==> src/hw/rbn_map.vh <==
// register map, field positions, codes and timing counts
`ifndef RBN_MAP_VH
`define RBN_MAP_VH
`define RBN_CLK_HZ 10000000
`define RBN_REFRESH_US 2000
`define RBN_REFRESH_CYCLES (`RBN_REFRESH_US * (`RBN_CLK_HZ / 1000000))
`define RBN_SAVE_MS 400
`define RBN_SAVE_CYCLES (`RBN_SAVE_MS * (`RBN_CLK_HZ / 1000))
`define RBN_ADDR_SPEED_CTL 5'h16
`define RBN_ADDR_SAVE 5'h18
`define RBN_ADDR_PH_ADV 5'h1a
`define RBN_ADDR_MOTOR 5'h1b
`define RBN_ADDR_RB_SEL 5'h1d
`define RBN_ADDR_DEMAND 5'h1e
`define RBN_ADDR_READBACK 5'h1f
`define RBN_NVM_WORDS 31
`define RBN_SLEEP_BIT 7
`define RBN_PAM_BIT 8
`define RBN_NOCLR_BIT 5
`define RBN_SAV_NONE 2'h0
`define RBN_SAV_ARMED 2'h1
`define RBN_SAV_GO 2'h2
`define RBN_ST_POR 14
`define RBN_ST_SE 13
`define RBN_ST_VPU 4
`define RBN_RB_DIAG 3'h0
`define RBN_RB_SPEED 3'h1
`define RBN_RB_CURRENT 3'h2
`define RBN_RB_VOLTAGE 3'h3
`define RBN_RB_TEMP 3'h4
`define RBN_RB_DEMAND 3'h5
`define RBN_RB_DUTY 3'h6
`define RBN_RB_PHASE 3'h7
`define RBN_PA_MANUAL_MAX 10'h03f
`define RBN_FRAME_BITS 5'h10
`define RBN_ADDR_LAST_RISE 5'h04
`define RBN_PREFIX_LAST_RISE 5'h03
`define RBN_WR_LAST_RISE 5'h05
`define RBN_SYNC_RESET 4'h6
`endif

==> src/hw/rbn_sync.v <==
// two-flop synchroniser for pins from outside the clock domain
`timescale 1ns/100ps
`default_nettype none
module rbn_sync #(
    parameter WIDTH = 4,
    parameter [WIDTH-1:0] RESET_VAL = 0
) (
    input wire ref_clk_i,
    input wire reset_n_i,
    input wire ce_i,
    input wire [WIDTH-1:0] d_i,
    output reg [WIDTH-1:0] q_o
);
    reg [WIDTH-1:0] meta;

    // first stage feeds only the second stage
    always @(posedge ref_clk_i or negedge reset_n_i) begin
        if (!reset_n_i) begin
            meta <= RESET_VAL;
            q_o <= RESET_VAL;
        end else if (ce_i) begin
            meta <= d_i;
            q_o <= meta;
        end
    end
endmodule // rbn_sync
`default_nettype wire

==> src/hw/rbn_nvm_store.v <==
// nonvolatile store: power-up load, word programming and verify
`timescale 1ns/100ps
`default_nettype none
`include "rbn_map.vh"
module rbn_nvm_store #(
    parameter WORDS = `RBN_NVM_WORDS,
    parameter SAVE_CYCLES = `RBN_SAVE_CYCLES
) (
    input wire ref_clk_i,
    input wire reset_n_i,
    input wire ce_i,
    input wire start_i,
    input wire vpp_low_i,
    input wire [8:0] image_i,
    output reg [4:0] index_o,
    output reg load_valid_o,
    output reg [4:0] load_index_o,
    output reg [8:0] load_data_o,
    output reg busy_o,
    output reg done_o,
    output reg fail_o,
    output reg vpp_abort_o
);
    localparam WORD_CYCLES = SAVE_CYCLES / WORDS;
    localparam [31:0] LAST_W = WORDS - 1;
    localparam [4:0] LAST = LAST_W[4:0];
    localparam S_LOAD = 2'h0;
    localparam S_IDLE = 2'h1;
    localparam S_PROG = 2'h2;
    localparam S_VERIFY = 2'h3;
    reg [8:0] cells [0:WORDS-1];
    reg [1:0] state;
    reg [31:0] wait_cnt;
    integer k;
    wire last = index_o == LAST;
    wire prog_tick = wait_cnt == WORD_CYCLES - 1;

    // erased array at first power up
    initial begin
        for (k = 0; k < WORDS; k = k + 1) begin
            cells[k] = 9'h000;
        end
    end

    // one word programmed per slot of the save time
    always @(posedge ref_clk_i) begin
        if (ce_i && state == S_PROG && prog_tick && !vpp_low_i) begin
            cells[index_o] <= image_i;
        end
    end

    // load walk, then idle, program, verify
    always @(posedge ref_clk_i or negedge reset_n_i) begin
        if (!reset_n_i) begin
            state <= S_LOAD;
            index_o <= 5'h00;
            wait_cnt <= 32'h0;
            load_valid_o <= 1'b0;
            load_index_o <= 5'h00;
            load_data_o <= 9'h000;
            busy_o <= 1'b0;
            done_o <= 1'b0;
            fail_o <= 1'b0;
            vpp_abort_o <= 1'b0;
        end else if (ce_i) begin
            load_valid_o <= 1'b0;
            done_o <= 1'b0;
            fail_o <= 1'b0;
            vpp_abort_o <= 1'b0;
            case (state)
            S_LOAD: begin
                load_valid_o <= 1'b1;
                load_index_o <= index_o;
                load_data_o <= cells[index_o];
                index_o <= last ? 5'h00 : index_o + 5'h01;
                if (last) begin
                    state <= S_IDLE;
                end
            end
            S_IDLE: begin
                if (start_i) begin
                    busy_o <= 1'b1;
                    index_o <= 5'h00;
                    wait_cnt <= 32'h0;
                    state <= S_PROG;
                end
            end
            S_PROG: begin
                if (vpp_low_i) begin
                    vpp_abort_o <= 1'b1;
                    busy_o <= 1'b0;
                    state <= S_IDLE;
                end else if (prog_tick) begin
                    wait_cnt <= 32'h0;
                    index_o <= last ? 5'h00 : index_o + 5'h01;
                    if (last) begin
                        state <= S_VERIFY;
                    end
                end else begin
                    wait_cnt <= wait_cnt + 32'h1;
                end
            end
            S_VERIFY: begin
                if (vpp_low_i) begin
                    vpp_abort_o <= 1'b1;
                    busy_o <= 1'b0;
                    state <= S_IDLE;
                end else if (cells[index_o] != image_i) begin
                    fail_o <= 1'b1;
                    busy_o <= 1'b0;
                    state <= S_IDLE;
                end else if (last) begin
                    done_o <= 1'b1;
                    busy_o <= 1'b0;
                    state <= S_IDLE;
                end else begin
                    index_o <= index_o + 5'h01;
                end
            end
            default: begin
                state <= S_IDLE;
            end
            endcase
        end
    end
endmodule // rbn_nvm_store
`default_nettype wire

==> src/hw/rbn_top.v <==
// readback multiplexer, serial register port and nvm save control
`timescale 1ns/100ps
`default_nettype none
`include "rbn_map.vh"
// Summary of operation
// - readback select picks diag, speed, current, volts, temp, demand, duty, phase
// - readback frame: five status msbs, ten value bits, parity
// - speed readback is in speed resolution units like the demand
// - speed stays valid during forward windmilling
// - overspeed range bit extends speed by 1024 units
// - supply voltage code is 0.0528 V per count
// - temperature code falls as junction temperature rises
// - current, voltage and temperature refresh every 2 ms
// - demand readback returns the live demand field
// - duty readback full scale 1023 means full duty
// - manual phase advance codes 0..62 step 0.7, 63 is 60
// - auto phase advance is 0.7 degrees per count throughout
// - duty and phase advance refresh once per pwm period
// - save starts only on a 01 to 10 write of save field
// - save covers regs 0-23, 25-29 without sleep bit, demand 9:2
// - save takes about 400 ms and ends with a verify
// - writes during a save set fault summary and serial error
// - success sets save field to 01, abort clears it to 00
// - programming undervoltage aborts, flags it, clears save field
// - after power-on the nvm contents load into the registers
// - reads clear latched flags unless no-clear-on-read is set
// - diag bit 9 carries overspeed range bit, never sets status
module rbn_top #(
    parameter REFRESH_CYCLES = `RBN_REFRESH_CYCLES,
    parameter SAVE_CYCLES = `RBN_SAVE_CYCLES
) (
    input wire ref_clk_i,
    input wire reset_n_i,
    input wire ce_i,
    input wire strobe_n_i,
    input wire sck_i,
    input wire sdi_i,
    output reg sdo_o,
    output reg sdo_oe_n_o,
    input wire vpp_low_i,
    input wire [10:0] speed_count_i,
    input wire speed_driven_i,
    input wire windmill_fwd_i,
    input wire [9:0] supply_current_i,
    input wire [9:0] supply_voltage_i,
    input wire [9:0] chip_temp_i,
    input wire pwm_period_i,
    input wire [9:0] applied_duty_i,
    input wire [9:0] applied_phase_i,
    input wire demand_pwm_load_i,
    input wire [9:0] demand_pwm_i,
    input wire [12:0] status_fault_i,
    input wire [8:0] diag_fault_i,
    output reg [9:0] demand_input_field_o,
    output reg [2:0] speed_resolution_select_o,
    output reg phase_advance_auto_select_o,
    output reg save_busy_o,
    output reg fault_summary_flag_o
);
    wire [3:0] pin_s;
    reg sck_q, stb_q;
    reg [4:0] rise_cnt, fall_idx;
    reg [15:0] rx, out_word;
    reg [8:0] cfg [0:31];
    reg [14:0] st_flags, next_st_set;
    reg [8:0] diag_flags, image;
    reg [10:0] speed_q;
    reg [9:0] demand, cur_q, volt_q, temp_q, duty_q, phase_q, rb_value;
    reg [31:0] ref_cnt;
    wire nvm_busy, nvm_done, nvm_fail, nvm_vpp, load_valid;
    wire [4:0] nvm_index, load_index;
    wire [8:0] load_data;
    integer i;

    // odd parity over the first fifteen bits of a frame
    function par15;
        input [14:0] bits;
        begin
            par15 = ~^bits;
        end
    endfunction

    // pins cross into the clock domain
    rbn_sync #(
        .WIDTH(4),
        .RESET_VAL(`RBN_SYNC_RESET)
    ) u_sync (
        .ref_clk_i(ref_clk_i),
        .reset_n_i(reset_n_i),
        .ce_i(ce_i),
        .d_i({vpp_low_i, strobe_n_i, sck_i, sdi_i}),
        .q_o(pin_s)
    );

    // edges of the synchronised strobe and clock
    wire sdi_s = pin_s[0];
    wire sck_rise = pin_s[1] & ~sck_q;
    wire sck_fall = ~pin_s[1] & sck_q;
    wire frame_start = stb_q & ~pin_s[2];
    wire frame_end = ~stb_q & pin_s[2];
    wire vpp_low_s = pin_s[3];

    // status word and control fields
    wire fault_summary = |st_flags;
    wire [15:0] status_word = {fault_summary, st_flags};
    wire [2:0] rb_sel = cfg[`RBN_ADDR_RB_SEL][2:0];
    wire no_clear = cfg[`RBN_ADDR_RB_SEL][`RBN_NOCLR_BIT];
    wire pa_auto = cfg[`RBN_ADDR_PH_ADV][`RBN_PAM_BIT];
    wire [1:0] sav_field = cfg[`RBN_ADDR_SAVE][1:0];
    wire [4:0] addr_now = {rx[3:0], sdi_s};

    // decode of a finished frame
    wire frame_ok = (rise_cnt == `RBN_FRAME_BITS) & (^rx);
    wire [4:0] rx_addr = rx[15:11];
    wire rx_wr = rx[10];
    wire is_rb = rx_addr == `RBN_ADDR_READBACK;
    wire is_dem = rx_addr == `RBN_ADDR_DEMAND;
    wire wr_req = frame_end & frame_ok & ~is_rb & (is_dem | rx_wr);
    wire rd_req = frame_end & frame_ok & ~is_dem & (is_rb | ~rx_wr);
    wire bad_frame = frame_end & ~frame_ok & (rise_cnt != 5'h00);
    wire wr_blocked = wr_req & nvm_busy;
    wire wr_do = wr_req & ~nvm_busy;
    wire rd_clear = rd_req & ~no_clear;
    // save only on a 01 to 10 write
    wire sav_start = wr_do & (rx_addr == `RBN_ADDR_SAVE)
        & (sav_field == `RBN_SAV_ARMED) & (rx[2:1] == `RBN_SAV_GO);

    always @* begin
        case (rb_sel)
        `RBN_RB_DIAG: rb_value = {speed_q[10], diag_flags};
        `RBN_RB_SPEED: rb_value = speed_q[9:0];
        `RBN_RB_CURRENT: rb_value = cur_q;
        `RBN_RB_VOLTAGE: rb_value = volt_q;
        `RBN_RB_TEMP: rb_value = temp_q;
        `RBN_RB_DEMAND: rb_value = demand;
        `RBN_RB_DUTY: rb_value = duty_q;
        `RBN_RB_PHASE: rb_value = phase_q;
        default: rb_value = 10'h000;
        endcase
    end

    always @* begin
        if (nvm_index == `RBN_ADDR_DEMAND) begin
            image = {1'b0, demand[9:2]};
        end else if (nvm_index == `RBN_ADDR_SAVE) begin
            image = 9'h000;
        end else if (nvm_index == `RBN_ADDR_MOTOR) begin
            image = cfg[nvm_index] & ~(9'h001 << `RBN_SLEEP_BIT);
        end else begin
            image = cfg[nvm_index];
        end
    end

    rbn_nvm_store #(
        .WORDS(`RBN_NVM_WORDS),
        .SAVE_CYCLES(SAVE_CYCLES)
    ) u_nvm (
        .ref_clk_i(ref_clk_i),
        .reset_n_i(reset_n_i),
        .ce_i(ce_i),
        .start_i(sav_start),
        .vpp_low_i(vpp_low_s),
        .image_i(image),
        .index_o(nvm_index),
        .load_valid_o(load_valid),
        .load_index_o(load_index),
        .load_data_o(load_data),
        .busy_o(nvm_busy),
        .done_o(nvm_done),
        .fail_o(nvm_fail),
        .vpp_abort_o(nvm_vpp)
    );

    // serial shift engine, data out on falling clock
    always @(posedge ref_clk_i or negedge reset_n_i) begin
        if (!reset_n_i) begin
            sck_q <= 1'b1;
            stb_q <= 1'b1;
            rise_cnt <= 5'h00;
            fall_idx <= 5'h00;
            rx <= 16'h0000;
            out_word <= 16'h0000;
            sdo_o <= 1'b0;
            sdo_oe_n_o <= 1'b1;
        end else if (ce_i) begin
            sck_q <= pin_s[1];
            stb_q <= pin_s[2];
            if (frame_start) begin
                rise_cnt <= 5'h00;
                fall_idx <= 5'h00;
                out_word <= {status_word[15:11], 11'h000};
                sdo_o <= status_word[15];
                sdo_oe_n_o <= 1'b0;
            end else if (frame_end) begin
                sdo_o <= 1'b0;
                sdo_oe_n_o <= 1'b1;
            end else if (!pin_s[2]) begin
                if (sck_rise) begin
                    rx <= {rx[14:0], sdi_s};
                    if (rise_cnt != 5'h1f) begin
                        rise_cnt <= rise_cnt + 5'h01;
                    end
                    // top value bit leaves before the address ends
                    if (rise_cnt == `RBN_PREFIX_LAST_RISE
                        && {rx[2:0], sdi_s, 1'b1} == `RBN_ADDR_READBACK) begin
                        out_word[10] <= rb_value[9];
                    end
                    if (rise_cnt == `RBN_ADDR_LAST_RISE) begin
                        if (addr_now == `RBN_ADDR_READBACK) begin
                            out_word[9:0] <= {rb_value[8:0], par15({
                                out_word[15:10], rb_value[8:0]})};
                        end else begin
                            out_word[10:0] <= {1'b0, cfg[addr_now],
                                par15({out_word[15:11], 1'b0, cfg[addr_now]})};
                        end
                    end
                    if (rise_cnt == `RBN_WR_LAST_RISE && sdi_s
                        && rx[4:0] != `RBN_ADDR_READBACK) begin
                        out_word[9:0] <= {status_word[8:0],
                            par15({out_word[15:11], 1'b0, status_word[8:0]})};
                    end
                end
                if (sck_fall && fall_idx != 5'h1f) begin
                    fall_idx <= fall_idx + 5'h01;
                    sdo_o <= (fall_idx < 5'h0f) ?
                        out_word[4'he - fall_idx[3:0]] : 1'b0;
                end
            end
        end
    end

    // configuration registers: load, serial write, save result
    always @(posedge ref_clk_i or negedge reset_n_i) begin
        if (!reset_n_i) begin
            for (i = 0; i < 32; i = i + 1) begin
                cfg[i] <= 9'h000;
            end
        end else if (ce_i) begin
            if (load_valid && load_index < `RBN_ADDR_DEMAND
                && load_index != `RBN_ADDR_SAVE) begin
                cfg[load_index] <= load_data;
            end
            if (wr_do && !is_dem) begin
                cfg[rx_addr] <= rx[9:1];
            end
            if (nvm_done) begin
                cfg[`RBN_ADDR_SAVE][1:0] <= `RBN_SAV_ARMED;
            end
            if (nvm_fail || nvm_vpp) begin
                cfg[`RBN_ADDR_SAVE][1:0] <= `RBN_SAV_NONE;
            end
        end
    end

    // demand field from serial, pwm input or nvm
    always @(posedge ref_clk_i or negedge reset_n_i) begin
        if (!reset_n_i) begin
            demand <= 10'h000;
        end else if (ce_i) begin
            if (load_valid && load_index == `RBN_ADDR_DEMAND) begin
                demand <= {load_data[7:0], 2'h0};
            end else if (wr_do && is_dem) begin
                demand <= rx[10:1];
            end else if (demand_pwm_load_i) begin
                demand <= demand_pwm_i;
            end
        end
    end

    // status events: set wins over a read clear
    always @* begin
        next_st_set = {2'h0, status_fault_i};
        next_st_set[`RBN_ST_SE] = bad_frame | wr_blocked;
        next_st_set[`RBN_ST_VPU] = status_fault_i[`RBN_ST_VPU] | nvm_vpp;
    end

    // latched status and diagnostic flags
    always @(posedge ref_clk_i or negedge reset_n_i) begin
        if (!reset_n_i) begin
            st_flags <= 15'h4000;
            diag_flags <= 9'h000;
        end else if (ce_i) begin
            st_flags <= (rd_clear ? 15'h0000 : st_flags) | next_st_set;
            if (rd_clear && is_rb && rb_sel == `RBN_RB_DIAG) begin
                diag_flags <= diag_fault_i;
            end else begin
                diag_flags <= diag_flags | diag_fault_i;
            end
        end
    end

    // measurement capture
    always @(posedge ref_clk_i or negedge reset_n_i) begin
        if (!reset_n_i) begin
            speed_q <= 11'h000;
            cur_q <= 10'h000;
            volt_q <= 10'h000;
            temp_q <= 10'h000;
            duty_q <= 10'h000;
            phase_q <= 10'h000;
            ref_cnt <= 32'h0;
        end else if (ce_i) begin
            // units, windmill valid, range bit 10
            speed_q <= (speed_driven_i | windmill_fwd_i) ?
                speed_count_i : 11'h000;
            // slow measurements on a 2 ms tick
            if (ref_cnt == REFRESH_CYCLES - 1) begin
                ref_cnt <= 32'h0;
                cur_q <= supply_current_i;
                // bridge supply code passed as is
                volt_q <= supply_voltage_i;
                temp_q <= chip_temp_i;
            end else begin
                ref_cnt <= ref_cnt + 32'h1;
            end
            // duty and advance per pwm period
            if (pwm_period_i) begin
                duty_q <= applied_duty_i;
                // manual mode tops out at 63
                if (!pa_auto && applied_phase_i > `RBN_PA_MANUAL_MAX) begin
                    phase_q <= `RBN_PA_MANUAL_MAX;
                end else begin
                    phase_q <= applied_phase_i;
                end
            end
        end
    end

    // registered copies of fields for the rest of the chip
    always @(posedge ref_clk_i or negedge reset_n_i) begin
        if (!reset_n_i) begin
            demand_input_field_o <= 10'h000;
            speed_resolution_select_o <= 3'h0;
            phase_advance_auto_select_o <= 1'b0;
            save_busy_o <= 1'b0;
            fault_summary_flag_o <= 1'b0;
        end else if (ce_i) begin
            demand_input_field_o <= demand;
            speed_resolution_select_o <= cfg[`RBN_ADDR_SPEED_CTL][2:0];
            phase_advance_auto_select_o <= pa_auto;
            save_busy_o <= nvm_busy;
            fault_summary_flag_o <= fault_summary;
        end
    end
endmodule // rbn_top
`default_nettype wire

==> config.mk <==
export PLATFORM = sky130hd
export DESIGN_NAME = rbn_top
export DESIGN_NICKNAME = d
export VERILOG_FILES = /design/src/hw/rbn_sync.v /design/src/hw/rbn_nvm_store.v /design/src/hw/rbn_top.v
export VERILOG_INCLUDE_DIRS = /design/src /design/src/hw
export SDC_FILE = /design/constraint.sdc
export NUM_CORES = 2
export LEC_CHECK = 0
export BUFFER_PORTS_ARGS = -buffer_cell sky130_fd_sc_hd__buf_2
export CORE_UTILIZATION = 63
export CTS_CLUSTER_DIAMETER = 80
export DETAILED_ROUTE_END_ITERATION = 6
export PLACE_DENSITY_LB_ADDON = 0.12
export SETUP_SLACK_MARGIN = 0.05
export SLEW_MARGIN = 20
export SYNTH_ARGS = -nofsm -noshare
export SYNTH_HDL_FRONTEND = slang
export SYNTH_SLANG_ARGS = --single-unit
==> constraint.sdc <==
create_clock -name ref_clk_i -period 6.21 [get_ports ref_clk_i]
set_input_delay 0.9315 -clock ref_clk_i [delete_from_list [all_inputs] [get_ports ref_clk_i]]
set_output_delay 0.9315 -clock ref_clk_i [all_outputs]
set_load 0.03 [all_outputs]
---- Word level (Yosys, flattened, before mapping) ----
Memory sizes are Yosys's and may differ from the RTL's.
Index checks and enable logic that the tools add are counted.
word-level totals
  bits in registers ....................... 543
  RAM bits ................................ 279
  input port bits ......................... 104
  output and inout port bits .............. 18
  logic and storage cells ................. 321
  memories ................................ 1
cells by class
  add/sub/neg operators ................... 6
  $lt $le $gt $ge ......................... 10
  equal/unequal tests ..................... 45
  muxes and demuxes ....................... 94
  bitwise gates (word level) .............. 41
  reduce and logical (&&, ||, !) cells .... 55
memory list
  name         words  bits a word  rd ports  clocked after Yosys merged registers in  wr ports  line                RTL
  u_nvm.cells  31     9            1         0                                        1         rbn_nvm_store.v:31  reg [8:0] cells [0:WORDS-1];
operators by type and width
  cell                                                      number
  2-to-1 mux 288 bit                                        3
  bitwise mux 288 bit                                       2
  2-to-1 mux 32 bit                                         4
  binary-select mux 9 bit (select 5 bit)                    2
  demux 9 bit (select 5 bit)                                2
  2-to-1 mux 9 bit                                          9
  2-to-1 mux 5 bit                                          16
  one-hot mux 10 bit (8 select lines)                       1
  2-to-1 mux 11 bit                                         6
  adder 32 x 1 -> 32 bit, second input constant             2
  one-hot mux 32 bit (2 select lines)                       1
  2-to-1 mux 10 bit                                         6
  == test 5 bit, second input constant                      9
  XNOR reduction 15 bit                                     3
  == test 32 x 15 -> 1 bit, second input constant           1
  == test 32 x 17 -> 1 bit, second input constant           1
  2-to-1 mux 1 bit                                          27
  greater-or-equal comparator 6 bit, second input constant  4
  inverter 5 -> 6 bit                                       4
  != test 5 bit, second input constant                      4
  one-hot mux 5 bit (4 select lines)                        1
  AND reduction 5 bit                                       4
  AND 1 bit                                                 18
  2-to-1 mux 2 bit                                          9
  45 further kinds                                          112

---- Longest topological paths before layout ----
  depth in word-level cells ............... 12
  depth in mapped cells ................... 15
  depth with buffers taken out ............ 11

---- Cells and area by module ----
From an unflattened synthesis, not the netlist that was laid out.
second synthesis, totals
  cells, all modules ...................... 3552
  area total of the unflattened synthesis .. 41621.2 sq um
modules (own cells, without submodules)
  module         instances  cells each  area each (sq um)  seq. area each (sq um)
  rbn_top        1          2628        27294.9            11941.5
  rbn_nvm_store  1          907         13989.7            9829.4
  rbn_sync       1          17          336.6              205.2

---- Least setup slack after synthesis ----
Ideal clock, no wire load.
  path type ............................... reg-to-reg
  from .................................... register u_nvm.index_o[0]
  to ...................................... register u_nvm.index_o[0]
  library setup time ...................... 125 ps
  arrival time ............................ 4216 ps
  data required time ...................... 6085 ps
  path slack .............................. 1869 ps
  cell stages (with the launch flop) ...... 15
  path buffers ............................ 4
  period minus slack after synthesis ...... 4341 ps
  cells stage by stage .................... dfrtp_1 buf_6 buf_6 buf_6 inv_1 ha_1 mux2_2 and3_1 buf_2 o311ai_2 xnor2_1 a2111oi_4 a41oi_2 or2_4 mux2_4
between the ends
  cells in the longest elaborated chain, start to end .. 10
  elaborated cells between the ends (all ways) .. 23
  those cells by class .................... add/sub (1); eq/ne (6); mux (13); bitwise (1); reduce/logical (1); memory (1)
ends and longest elaborated chain
  what                                                  line                          RTL
  start, declared                                       rbn_nvm_store.v:15            output reg [4:0] index_o,
  start signal, assigned                                rbn_nvm_store.v:75            index_o <= last ? 5'h00 : index_o + 5'h01;
  start signal, assigned                                rbn_nvm_store.v:95            index_o <= last ? 5'h00 : index_o + 5'h01;
  start signal, assigned                                rbn_nvm_store.v:117           index_o <= index_o + 5'h01;
  inverter 5 -> 6 bit (not written as such)             rbn_top.v:148, rbn_top.v:150
  binary-select mux 9 bit (select 5 bit)                rbn_top.v:148, rbn_top.v:150
  2-to-1 mux 9 bit (not written as such) (2 in series)  rbn_top.v:148, rbn_top.v:150
  2-to-1 mux 8 bit                                      rbn_top.v:147                 end else if (nvm_index == `RBN_ADDR_MOTOR) begin
  2-to-1 mux 9 bit                                      rbn_top.v:145                 end else if (nvm_index == `RBN_ADDR_SAVE) begin
  2-to-1 mux 9 bit *                                    rbn_top.v:143                 if (nvm_index == `RBN_ADDR_DEMAND) begin
  named net image[3]                                    rbn_top.v:66                  reg [8:0] diag_flags, image;
  != test 9 bit *                                       rbn_nvm_store.v:108           end else if (cells[index_o] != image_i) begin
  != test 2 bit (no line) *                             --
  AND reduction 7 bit (no line) *                       --
The timed path passes the listed nets; every way through them passes the cells marked *. The select of a mux whose other input is x is not followed.
A chain may end at the register's enable or synchronous reset.

---- Worst setup path in the final report ----
  from .................................... register rx[7]
  to ...................................... register cfg[72] in the netlist's numbering
between the ends
  cells in the longest elaborated chain, start to end .. 8
ends and longest elaborated chain
  what                           line           RTL
  start, declared                rbn_top.v:63   reg [15:0] rx, out_word;
  start signal, assigned         rbn_top.v:199  rx <= {rx[14:0], sdi_s};
  parity 16 bit                  rbn_top.v:113  wire frame_ok = (rise_cnt == `RBN_FRAME_BITS) & (^rx);
  AND 1 bit                      rbn_top.v:113
  AND 1 bit (3 in series)        rbn_top.v:118  wire wr_req = frame_end & frame_ok & ~is_rb & (is_dem | rx_wr);
  AND 1 bit                      rbn_top.v:122  wire wr_do = wr_req & ~nvm_busy;
  logical AND 1 bit              rbn_top.v:243  if (wr_do && !is_dem) begin
  2-to-1 mux 288 bit             rbn_top.v:243
  end signal, assigned by index  rbn_top.v:241  cfg[load_index] <= load_data;
  end signal, assigned by index  rbn_top.v:244  cfg[rx_addr] <= rx[9:1];
  end signal, assigned by index  rbn_top.v:247  cfg[`RBN_ADDR_SAVE][1:0] <= `RBN_SAV_ARMED;
  end, declared                  rbn_top.v:64   reg [8:0] cfg [0:31];
Every way passes these cells.

==> flow_metrics.py <==
metrics = {
    "outcome": {
        "status": "finished, final reports clean",
    },
    "clock_network": {
        "cts_resized": 0,
        "clk_latency_ns": 0.68,
        "cts_tree": "done",
        "path_clk_slew_ns": 0.06,
        "clkSinkCount": 822,
        "post-cts-setup-buffer-count": 0,
        "root_buffer": "clkbuf_16",
        "clock_tree.buffer_depth": 3,
        "numCtsBuffers": 87,
        "htree_levels": 3,
        "ctsHoldBuffers": 0,
    },
    "synth": {
        "seq_area_frac_synth_pct": 53.1,
        "synth.most_common_cell": "dfrtp_1",
        "syn_nets": 3736,
        "synth_edf_count": 279,
        "avgSynthCellArea_sq_um": 11.5,
        "synth_top_area_cell": "dfrtp_1",
        "synth-main-ff-cell": "dfrtp_1",
        "async_flop_share_pct": 66.1,
        "synth.top_cells.by_count": "dfrtp_1, nor2_1, o22ai_1",
        "synth_top_area_share_pct": 32.3,
        "yosys_warnings": 0,
        "synth_area_sq_mm": 0.0414,
        "ys_seq_elements": 822,
        "yosys-top-cells-area": "dfrtp_1, edfxtp_1, mux4_2",
        "ys_types": 97,
        "synth_cells": 3606,
    },
    "drt": {
        "dr.pass1.iters": 6,
        "vias": 32500,
        "antenna_left": 0,
        "drt_iter0_markers": 4961,
        "routed_wirelength_mm": 131,
        "wl_per_cell_um": 29.1,
        "via_per_inst": 7.22,
        "drc": 0,
    },
    "setup_path": {
        "critPathMaxStageDelay_ns": 0.88,
        "crit_family": "simple AND/OR/NAND/NOR gates",
        "timing.rr.start": "rx[7]",
        "r2r_cells": 10,
        "worstSetupPathDepth": 10,
        "endpoint": "cfg[72]",
        "crit_start": "rx[7]",
        "r2r_setup_slack_ns": 1.28,
        "r2r_end": "cfg[72]",
        "worst-endpoint-arrival_ns": 5.51,
        "slowest_stage": "nor3_1",
        "crit_buf_inv": 1,
        "cp-start-kind": "flop",
        "critPathKind": "flop to flop",
        "crit_fanout": 36,
        "cp-end-kind": "flop",
        "crit_path_cell_trace": "buf_4 -> xnor3_1 -> xnor3_1 -> xnor2_1 -> or4b_1 -> nor3_1 -> nand2_1 -> a21oi_1 -> nor2_1 -> a21oi_1",
        "worstPathRequired_ns": 6.79,
    },
    "timing": {
        "max_freq_mhz": 203,
        "fin_crit_sh_pct": 79.3,
        "setup_tns_ns": 0,
        "rsz0062_at_grt": "no",
        "setup_violations": 0,
        "min_period_ns": 4.93,
        "fin_skew_ns": 0.0267,
        "fin_ws_ns": 1.28,
        "slew_headroom_pct": 16.0,
        "tightest_slew_ns": 1.26,
        "slew_viol_final": 0,
        "finalHoldViolCount": 0,
        "hold_ws_ns": 0.290,
    },
    "layout": {
        "area_growth_pct": 9.20,
        "nets": 3713,
        "stdcell_area_sq_mm": 0.0452,
        "layout-drive-gt1-share_pct": 18.4,
        "n_antenna_cell": 0,
    },
    "placement": {
        "dpl-instance-area_sq_mm": 0.0424,
        "place.gp.congestion": 1.09,
        "port_buffers": 121,
        "dp_hpwl_mm": 85.8,
        "place_worst_setup_slack_ns": 1.40,
    },
    "power_and_ir_drop": {
        "pwr_density_cell_mw_per_mm2": 526,
        "total_power_mw": 23.8,
        "ir_drop_v": 0.000362,
        "power_leakage_nw": 17.7,
    },
    "floorplan": {
        "dieArea_sq_mm": 0.0667,
        "num_rows": 93,
        "die_w_um": 258,
        "start_util_pct": 64.0,
        "core-area_sq_mm": 0.0647,
        "io_pins": 122,
        "die_y_um": 258,
    },
    "global_route": {
        "grt_pass1_vias": 31400,
        "grt_first_pass_wirelength_mm": 197,
        "grt_max_degree": 164,
        "grt_use_total_pct": 39.3,
        "grt_remaining_overflow": 0,
        "antenna_found_initial": 3,
    },
    "min_path": {
        "hold_class": "input port to asynchronous set/reset pin",
    },
    "run": {
        "cap_viol_max_count": 0,
    },
}
sequential cells by signal, indices dropped and copies added, names as in the netlist, 11 cells and up:
signal          cells
cfg               288
out_word           16
ref_cnt            32
rx                 16
speed_q            11
st_flags           15
u_nvm.cells       279
u_nvm.wait_cnt     32
routing by layer:
metal	GRT usage (%)	vias to the layer above	share of wire [%]
li1	-	13600	-
met1	54.8	16100	38
met2	56.6	2466	43
met3	12.4	464	14
met4	18.4	4	5.2
met5	0	-	0.022
power breakdown:
group          switching, mW  internal (mW)
Clock                   2.26           2.90
Combinational           5.66           3.61
Sequential              1.79           7.56
Total                   9.71           14.1
cells in the final DEF (no fill, tap or decap), types with 18 or more instances in the layout:
cell type / instances
and3_1: 20
o21ai_0: 102
clkbuf_1: 23
mux2i_1: 174
nand3_1: 79
buf_2: 119
a21oi_2: 23
clkinv_2: 18
mux4_2: 133
mux2_2: 126
dfrtp_1: 519
buf_4: 49
xor2_1: 24
ha_1: 26
nor2_1: 384
nand4_1: 30
o22ai_1: 363
nand2_1: 223
or3_1: 21
xnor2_1: 66
nor2b_1: 20
nor3_1: 24
edfxtp_1: 279
inv_1: 44
nor4_1: 29
a21oi_1: 294
clkbuf_16: 87
a22o_1: 39
stage by stage:
stage | util (%) | cells
3_3_place_gp | 65.5 | 4347
3_5_place_dp | 65.5 | 4347
5_1_grt | 69.9 | 4509
6_report | 69.9 | 4509
4_1_cts | 69.8 | 4507
2_1_floorplan | - | 3606
how the worst min path moves through the flow:
stage,from,to,slack [ns],cells past startpoint
3_3_place_gp,phase_q[6],phase_q[6],0.45,2
4_1_cts,reset_n_i,speed_q[8],0.36,1
2_1_floorplan,phase_q[6],phase_q[6],0.43,2
5_1_grt,reset_n_i,speed_q[8],0.40,1
6_report,reset_n_i,speed_q[8],0.29,1
3_5_place_dp,duty_q[5],duty_q[5],0.46,2
cells by family (layout without fill, tap and decap cells):
family          count (synthesis)  count (layout)  synth area share (%)
simple gates                  951             951                  10.9
compound gates                931             931                  13.9
flops                         822             822                  53.1
mux                           448             448                  15.8
buf+inv                       335             383                  3.52
xor+xnor                       93              93                  2.07
fa+ha+maj                      26              26                 0.786
final cells by class:
cell class / count / area (sq um)
well taps: 855 / 1070
inverters: 45 / 169
clock buffers: 120 / 2400
multi-input cells: 2449 / 18000
clock inverters: 40 / 409
fillers: 4560 / 19500
flip-flops and latches: 822 / 22000
repair buffers: 178 / 1140
(Power assumes the default switching activity.)
